===== src/rtl/word_fifo.sv =====
// parameterised valid/ready fifo for received words
`timescale 1ns/1ps
`default_nettype none
module word_fifo #(
	parameter int WIDTH = 16,
	parameter int DEPTH = 16
) (
	// clock and reset
	input wire logic clk_in,
	input wire logic rst_in,
	// fill side
	input wire logic [WIDTH-1:0] wr_data_in,
	input wire logic wr_valid_in,
	output logic wr_ready_out,
	// drain side
	output logic [WIDTH-1:0] rd_data_out,
	output logic rd_valid_out,
	input wire logic rd_ready_in
);
	localparam int AW = $clog2(DEPTH);
	logic [WIDTH-1:0] mem_r [DEPTH];
	logic [AW:0] wp_r;
	logic [AW:0] rp_r;
	logic full;
	logic empty;
	assign full = (wp_r[AW] != rp_r[AW]) && (wp_r[AW-1:0] == rp_r[AW-1:0]);
	assign empty = (wp_r == rp_r);
	assign wr_ready_out = !full;
	assign rd_valid_out = !empty;
	assign rd_data_out = mem_r[rp_r[AW-1:0]];
	always_ff @(posedge clk_in) begin
		if (rst_in) begin
			wp_r <= '0;
			rp_r <= '0;
		end else begin
			if (wr_valid_in && !full) begin
				mem_r[wp_r[AW-1:0]] <= wr_data_in;
				wp_r <= wp_r + 1'b1;
			end
			if (rd_ready_in && !empty)
				rp_r <= rp_r + 1'b1;
		end
	end
endmodule
`default_nettype wire


===== config.mk =====
export PLATFORM = sky130hd
export DESIGN_NAME = word_fifo
export DESIGN_NICKNAME = d
export VERILOG_FILES = /design/src/rtl/word_fifo.sv
export SDC_FILE = /design/constraint.sdc
export NUM_CORES = 1
export LEC_CHECK = 0
export ABC_AREA = 1
export BUFFER_PORTS_ARGS = -buffer_cell sky130_fd_sc_hd__buf_4
export CAP_MARGIN = 20
export CORE_ASPECT_RATIO = 0.8
export CORE_MARGIN = 2
export CORE_UTILIZATION = 46
export DETAILED_ROUTE_END_ITERATION = 7
export SETUP_SLACK_MARGIN = 0.15
export SYNTH_ARGS = -nofsm -noshare
export SYNTH_HDL_FRONTEND = slang
export SYNTH_SLANG_ARGS = --single-unit

===== constraint.sdc =====
create_clock -name clk_in -period 2.95 [get_ports clk_in]
set_input_delay 0.59 -clock clk_in [delete_from_list [all_inputs] [get_ports clk_in]]
set_output_delay 0.59 -clock clk_in [all_outputs]
set_load 0.01 [all_outputs]

==> metrics, run 1 <==
worst hold path startpoint=wr_data_in[8]; H-tree levels=1; setup TNS=0 ps; r2r endpoint=mem_r[2][7]; worst path bufs/invs=2; drt drc=0; first-pass GRT wire length=37900 microns; Placed Area=11900 sq um; RSZ-0062 raised after global routing=no; GRT Resource Usage Total=19.9%; mapped cell area=11300 sq um; Clock Tree Buf Depth=3; # clock sinks=270; root buffer cell=clkbuf_16; Core Region=24200 sq um; CP peak stage delay=550 ps; Final Hold Violating Endpoints=0; vias per inst=5.24; Syn. warnings=0; hpwl dp=14000 microns; Initial Utilization=46.6%; # diodes=0; Worst EP required=2360 ps; die area=25800 sq um; top cell type's share of synthesized area=68.1%; Area Growth Syn to Fin=13.2%; via count=6948; vias in the first global route=6258; fin. max-slew vios=0; R2R depth=7; Nets=1015; CP Max Fanout=18; First-pass DRT Iterations=5; number of synthesized flops with an enable pin=256; # IOs=38; Top FF cell, synth=edfxtp_1; CP Class=reg -> out; Final Skew=11.8 ps; Period minus WS final=2640 ps; post-synthesis sequential area ratio=70.5%; Final setup viols=0; worst r2r src=wp_r[2]; antenna-violating nets left=0; Worst-Margin Slew=503 ps; Final Power=8380 uW; Tcrit/Tclk final=89.6%; critical path cell sequence=buf_4, a21oi_1, o21ai_0, nand3_1, nand3_1, nand2_1, buf_4; ranking of synthesized cells by area=edfxtp_1, inv_1, nand3_1, o211ai_1, nand2_1; #FFs+latches synth=270; Worst Path Arrival=2050 ps; CP endpoint kind=output port; Hold Path Depth=1; average size of a mapped cell=11.9 sq um; GPL Wtd Cong=0.768; Finished Cell Area=12800 sq um; Max transition margin=66.5%; # rows=51; MaxCap Viol Count=0; layout cells sized above 1=13.1%; Final WS setup=307 ps; Die Height=144 microns; worst hold path type=in -> reg; delay-heaviest family, CP=flip-flops; status=complete, no violations; Routed WL=25500 microns; number of antenna violations at the first check in global routing=0; hold buffer count at cts=0; Util after Layout=52.8%; hold endpoint=mem_r[4][8]; Cells after Synth=950; FMAX=378 MHz; Slowest-stage cell, CP=dfxtp_4; GRT Residual Overflow=0; die width=179 microns; Clock transition at path regs=60 ps; leading area contributor after synthesis=edfxtp_1; DR WL/cell=19.2 microns; largest net degree at the start of global routing=72; Inserted Clock Buffers=27; Worst Setup Slack post-DPL=579 ps; R2R Setup Slk=780 ps; crit start category=flip-flop; Static Leakage=0.00462 uW; Port-buffer cells=37; Worst VDD drop=0.000526 V; CTS tree=yes; Clk Latency, worst-skew pair=530 ps; pwr dens=655 nW/um^2; Iter 0 DRT Violations=535; ys async rst share=0%; Distinct cells, synth=24; Synth Net Count=975
==> metal layers <==
layer  vias up  global-route usage, %  part of all wire [%]
li1       3398                      -                     -
met2       163                   32.1                    47
met3        36                   2.97                   5.4
met4         0                   4.46                   2.1
met1      3351                   28.6                    45
met5         -                      0                     0
==> logic make-up after synthesis <==
| kind of cell | synth area share, % |
|---|---|
| buffers and inverters | 7.79 |
| flip-flops | 70.5 |
| AO/OA/AOI/OAI | 10.4 |
| XOR/XNOR | 0.0776 |
| adder cells (fa/ha/maj) | 0.554 |
| AND/OR/NAND/NOR | 10.6 |
==> metrics by stage <==
| stage | hold slack (ps) | cells |
|---|---|---|
| finish | 373 | 1326 |
| global placement | 525 | 1275 |
| detailed placement | 536 | 1275 |
| global route | 377 | 1326 |
| floorplan | 495 | 950 |
| CTS | 363 | 1324 |
==> cell type report <==
type | count | area [sq um]
clock inverters | 14 | 86.3
inverters | 146 | 548
fillers | 2069 | 11500
flip-flops and latches | 270 | 7980
multi-input cells | 477 | 2490
well taps | 318 | 398
repair buffers | 68 | 597
clock buffers | 33 | 698
==> cell usage after synthesis, drive strengths merged (5+ instances only) <==
cell,instances
nor2,35
buf,38
nand2,124
dfxtp,14
edfxtp,256
ha,5
clkbuf,19
inv,146
o21ai,64
nand3,109
a21oi,74
o211ai,64
==> power breakdown <==
part	switching (uW)	internal (uW)
combinational	653	375
clock	1330	1750
sequential	44.9	4230
==> repair_timing <==
| item | in CTS | in global routing |
|---|---|---|
| gates cloned | 0 | 1 |
| gates resized for setup | 2 | 0 |
| setup endpoints to repair | 8 | 12 |
| buffers inserted | 2 | 1 |
==> worst max path at each step <==
stage               startpoint              end  slack (ps)  cells past startpoint
floorplan              rp_r[4]     mem_r[12][0]         840                      6
global placement        rst_in     mem_r[3][11]         660                      5
detailed placement      rst_in      mem_r[3][9]         580                      5
CTS                  flip-flop   rd_data_out[1]         190                      7
global route         flip-flop  rd_data_out[15]         190                      7
finish               flip-flop   rd_data_out[1]         310                      7
==> flip-flops by register name (all words and copies together) (netlist names), named ones only <==
| register | flops |
|---|---|
| wp_r | 5 |
| mem_r | 256 |
| rp_r | 5 |
==> worst register-to-register path: stages (launching register included) <==
cell and delay (ps):
dfxtp_1 480, nand2_1 90, nand2_1 110, nor2_4 60, nand3_4 130, nand3_2 390, nor2_2 200, buf_4 360
==> cells in the final DEF, fill, tap and decap left out <==
| cell | Yosys | layout |
|---|---|---|
| nand2_1 | 123 | 123 |
| buf_16 | 0 | 1 |
| dfxtp_1 | 14 | 12 |
| inv_1 | 143 | 143 |
| clkbuf_1 | 19 | 6 |
| buf_6 | 8 | 3 |
| o211ai_1 | 64 | 64 |
| nand2_2 | 1 | 1 |
| buf_4 | 12 | 60 |
| nor2_1 | 33 | 17 |
| nand3_1 | 102 | 102 |
| xnor2_1 | 1 | 1 |
| clkinv_1 | 0 | 9 |
| edfxtp_1 | 256 | 256 |
| inv_2 | 3 | 3 |
| clkinvlp_4 | 0 | 1 |
| o21ai_0 | 64 | 64 |
| clkinv_2 | 0 | 3 |
| bufinv_16 | 0 | 1 |
| a21oi_2 | 1 | 1 |
| dfxtp_4 | 0 | 2 |
| buf_12 | 0 | 3 |
| ha_1 | 5 | 5 |
| nand3_2 | 6 | 6 |
| a21oi_1 | 73 | 73 |
| nor2_2 | 1 | 17 |
| nor3_1 | 1 | 1 |
| clkbuf_16 | 0 | 28 |
| nor2_4 | 1 | 1 |
| nand3_4 | 1 | 1 |
(Power assumes the default switching activity.)
==> run 2: changes to the inputs <==
--- a/config.mk
+++ b/config.mk
@@ -12,6 +12,7 @@
 export CORE_MARGIN = 2
 export CORE_UTILIZATION = 46
 export DETAILED_ROUTE_END_ITERATION = 7
+export RECOVER_POWER = 100
 export SETUP_SLACK_MARGIN = 0.15
 export SYNTH_ARGS = -nofsm -noshare
 export SYNTH_HDL_FRONTEND = slang
==> metrics, run 2 (synthesis results as in run 1) <==
R2R Setup Slk=310 ps; Core Region=24200 sq um; GRT Resource Usage Total=19.9%; Worst VDD drop=0.000524 V; status=complete, no violations; first-pass GRT wire length=37900 microns; drt drc=0; Finished Cell Area=12600 sq um; Die Height=144 microns; layout cells sized above 1=9.52%; Final Hold Violating Endpoints=0; fin. max-slew vios=0; pwr dens=659 nW/um^2; die width=179 microns; number of antenna violations at the first check in global routing=0; CP Class=reg -> out; CP Max Fanout=56; DR WL/cell=19.3 microns; max FFs per register=256; via count=6950; RSZ-0062 raised after global routing=no; Inserted Clock Buffers=27; # clock sinks=270; Clk Latency, worst-skew pair=520 ps; hold buffer count at cts=0; crit start category=flip-flop; Routed WL=25500 microns; die area=25800 sq um; Initial Utilization=46.6%; GPL Wtd Cong=0.768; Final setup viols=0; Tcrit/Tclk final=91.7%; largest net degree at the start of global routing=72; Iter 0 DRT Violations=537; Fin Hold WS=386 ps; vias per inst=5.24; root buffer cell=clkbuf_16; FMAX=370 MHz; leading cell type in the layout, fill and taps excluded=edfxtp_1; setup TNS=0 ps; Final Skew=7.85 ps; GRT Residual Overflow=0; Worst-Margin Slew=709 ps; First-pass DRT Iterations=5; Worst EP required=2360 ps; # IOs=38; H-tree levels=1; Max transition margin=52.7%; Util after Layout=52.1%; commonest cells after routing, fill and taps aside=edfxtp_1, inv_1, nand2_1, nand3_1, a21oi_1; Port-buffer cells=37; Worst Path Arrival=2110 ps; Clock Tree Buf Depth=3; # diodes=0; Placed Area=11900 sq um; Nets=1015; antenna-violating nets left=0; # rows=51; Clock transition at path regs=60 ps; Area Growth Syn to Fin=11.8%; Period minus WS final=2700 ps; hpwl dp=14000 microns; Static Leakage=0.00451 uW; CTS tree=yes; worst hold path type=in -> reg; MaxCap Viol Count=0; vias in the first global route=6258; CP endpoint kind=output port
-- run 2: cell count changes in the layout (fill, tap and decap cells not counted), sizes merged --
cell    change
buf        -31
clkbuf     +31
-- run 2: critical path, cell delays in order, from the launching register on --
cell and delay, ps:
dfxtp_2 520, buf_12 280, a21oi_1 100, o21ai_0 80, nand3_1 100, nand3_1 130, nand2_1 180, clkbuf_1 180
-- run 2: cell type report --
type | count | area, sq um
fillers | 2108 | 11600
well taps | 318 | 398
repair buffers | 68 | 470
multi-input cells | 477 | 2460
clock buffers | 33 | 698
flip-flops and latches | 270 | 7970
clock inverters | 14 | 86.3
inverters | 146 | 548
-- run 2: stage by stage --
step                      setup WS, ps  cells  total power (uW)
after floorplan                    839    950              5000
after global placement             659   1275              5330
after detailed placement           579   1275              5350
after CTS                          191   1324              8440
after global routing               109   1326              8670
final                              246   1326              8330
-- run 2: where the power goes --
group | internal, uW | switching [uW]
logic | 328 | 650
registers | 4230 | 44.6
clock network | 1750 | 1320
-- run 2: worst paths after layout --
check | end | start | depth (start not counted)
max | rd_data_out[1] | flip-flop | 7
min | flip-flop | rd_ready_in | 4
max reg2reg | mem_r[0][14] | wp_r[2] | 7
min reg2reg | wp_r[4] | wp_r[4] | 2
-- run 2: layer usage --
| layer | GRT usage [%] | routed length [microns] | part of all wire, % |
|---|---|---|---|
| met4 | 4.46 | 686 | 2.7 |
| met3 | 2.97 | 1390 | 5.4 |
| met5 | 0 | 0 | 0 |
| met2 | 32.1 | 11900 | 47 |
| met1 | 28.6 | 11500 | 45 |
-- run 2: repair_timing --
item | 4_1_cts | 5_1_grt
setup buffers | 2 | 1
gates resized for setup | 2 | 0
pin swaps | 0 | 0
setup endpoints to repair | 8 | 12
cloned | 0 | 1
==> run 3: changes to the inputs <==
--- a/config.mk
+++ b/config.mk
@@ -5,12 +5,11 @@
 export SDC_FILE = /design/constraint.sdc
 export NUM_CORES = 1
 export LEC_CHECK = 0
-export ABC_AREA = 1
 export BUFFER_PORTS_ARGS = -buffer_cell sky130_fd_sc_hd__buf_4
 export CAP_MARGIN = 20
-export CORE_ASPECT_RATIO = 0.8
 export CORE_MARGIN = 2
 export CORE_UTILIZATION = 46
+export CTS_CLUSTER_DIAMETER = 80
 export DETAILED_ROUTE_END_ITERATION = 7
 export RECOVER_POWER = 100
 export SETUP_SLACK_MARGIN = 0.15
==> metrics, run 3 <==
status=finished, violations left; failing checks=setup timing; Initial Utilization=46.9%; worst hold path startpoint=wr_valid_in; #FFs+latches synth=270; R2R depth=6; CP Class=reg -> out; Finished Cell Area=12500 sq um; r2r endpoint=mem_r[0][9]; vias in the first global route=5330; largest net degree at the start of global routing=65; die width=156 microns; vias per inst=5.79; hpwl dp=12700 microns; Routed WL=22500 microns; FILL cells=1777; worst r2r src=wp_r[0]; # diodes=0; ys async rst share=0%; Synth Net Count=490; Syn. warnings=0; die area=24400 sq um; first-pass GRT wire length=33400 microns; Slowest-stage cell, CP=mux4_1; mapped cell area=10700 sq um; Clock transition at path regs=60 ps; Iter 0 DRT Violations=384; Static Leakage=0.00391 uW; Final setup viols=12; layout cells sized above 1=31.4%; worst hold path type=in -> reg; footprint of the multi-input gates=2420 sq um; Worst Path Arrival=2400 ps; Clock Tree Buf Depth=3; via count=4972; Final WS setup=-37.0 ps; antenna-violating nets left=0; GRT Resource Usage Total=18.9%; hold buffer count at cts=0; # rows=55; Worst-Margin Slew=1030 ps; commonest cells after routing, fill and taps aside=edfxtp_1, mux4_2, clkbuf_1, clkbuf_16, buf_4; max FFs per register=256; register area=7970 sq um; top cell type's share of synthesized area=72.1%; DP Cell Count=801; Cells after Synth=465; RSZ-0062 raised after global routing=yes; Top FF cell, synth=edfxtp_1; top-count cell post-synth=edfxtp_1; # IOs=38; pwr dens=744 nW/um^2; critical path cell sequence=buf_4, buf_4, mux4_1, mux4_2, buf_4; Port-buffer cells=37; Tcrit/Tclk final=101%; leading area contributor after synthesis=edfxtp_1; GRT Residual Overflow=0; most frequent cells after synthesis=edfxtp_1, mux4_2, mux4_1, dfxtp_1, nand2_1; First-pass DRT Iterations=4; Final Power=9260 uW; CP peak stage delay=550 ps; worst path bufs/invs=3; Max transition margin=31.4%; delay-heaviest family, CP=multiplexers; Die Height=156 microns; root buffer cell=clkbuf_16; Nets=579; Final Skew=12.8 ps; CTS tree=yes; leading cell type in the layout, fill and taps excluded=edfxtp_1; Worst EP required=2360 ps; Period minus WS final=2990 ps; most numerous cell on the critical path=buf_4; average size of a mapped cell=22.9 sq um; CP endpoint kind=output port; CP Max Fanout=4; Clk Latency, worst-skew pair=530 ps; drt drc=0; MaxCap Viol Count=0; hold endpoint=wp_r[1]; Hold Path Depth=3; R2R Setup Slk=110 ps; GPL Wtd Cong=0.805; Cell Count, Final, Fillers Out=859; H-tree levels=1; post-synthesis sequential area ratio=74.8%; Core Region=22700 sq um; crit start category=flip-flop; fin. max-slew vios=0; Fin Hold WS=394 ps; Worst VDD drop=0.000543 V; Final Hold Violating Endpoints=0; Inserted Clock Buffers=27; FMAX=335 MHz; Distinct cells, synth=34; DR WL/cell=26.2 microns; Area Growth Syn to Fin=16.9%; number of antenna violations at the first check in global routing=0; number of synthesized flops with an enable pin=256; ranking of synthesized cells by area=edfxtp_1, mux4_1, mux4_2, dfxtp_1, nor4_1; # clock sinks=270; Placed Area=11600 sq um
## run 3: changes by cell type after synthesis, moves of 8 or more
| cell | previous run | this run |
|---|---|---|
| nand2_1 | 123 | 12 |
| nor4_1 | 0 | 11 |
| buf_2 | 10 | 2 |
| a21oi_1 | 73 | 4 |
| clkbuf_1 | 19 | 9 |
| buf_4 | 12 | 1 |
| o21ai_0 | 64 | 4 |
| mux4_2 | 0 | 41 |
| inv_1 | 143 | 9 |
| nor2_1 | 33 | 5 |
| nand3_1 | 102 | 2 |
| mux4_1 | 0 | 39 |
| o211ai_1 | 64 | 3 |
## run 3: cell families (layout without fill, tap and decap cells)
group	after synthesis	after routing	share of synthesized area, %
multiplexers	86	86	18.9
flip-flops	270	270	74.8
AO/OA/AOI/OAI	19	19	1.20
buffers and inverters	34	143	1.88
adder cells (fa/ha/maj)	5	5	0.587
AND/OR/NAND/NOR	45	45	2.17
XOR/XNOR	6	6	0.493
## run 3: cell type report
| type | instances | area share [%] |
|---|---|---|
| sequential | 270 | 64.0 |
| clock inverter | 19 | 2.35 |
| inverter | 9 | 0.271 |
| multi-input combinational | 161 | 19.4 |
| clock buffer | 30 | 5.51 |
| timing repair buffer | 85 | 5.61 |
| tap | 285 | 2.86 |
## run 3: report_power, final
| group | total (uW) | switching, uW | internal (uW) |
|---|---|---|---|
| clock | 3770 | 1400 | 2370 |
| combinational | 1230 | 537 | 695 |
| sequential | 4260 | 25.2 | 4240 |
| total | 9260 | 1960 | 7300 |
## run 3: worst max-delay path by stage
stage,cells after the start,slack [ps],to
2_1_floorplan,5,-350,mem_r[11][0]
3_3_place_gp,4,300,rd_data_out[5]
3_5_place_dp,4,290,rd_data_out[5]
4_1_cts,5,-100,rd_data_out[3]
5_1_grt,5,-110,rd_data_out[9]
6_report,5,-40,rd_data_out[1]
## run 3: repair_timing
action,CTS,global route
resized for setup,17,29
setup endpoints to repair,16,16
gates cloned,0,3
setup buffers,6,0
pin swaps,0,0
## run 3: stage by stage
stage	TNS, ps	setup slack, ps	util, %
2_1_floorplan	-16250	-354	-
3_3_place_gp	0	297	51.3
3_5_place_dp	0	289	51.3
4_1_cts	-871	-95.3	55.8
5_1_grt	-1480	-109	54.9
6_report	-214	-37.0	54.9
## run 3: routing by layer
layer  track usage [%]  routed length [microns]  vias up
li1                  -                        -     2175
met1              26.4                     9580     2634
met2              32.0                    11400      134
met3              2.58                     1170       29
met4              4.46                      381        0
met5                 0                        0        -
## run 3: tightest hold or removal path, delay by kind of cell
| kind | cells | cell delay, ps |
|---|---|---|
| buffers and inverters | 1 | 110 |
| AOI/OAI and AO/OA | 2 | 190 |
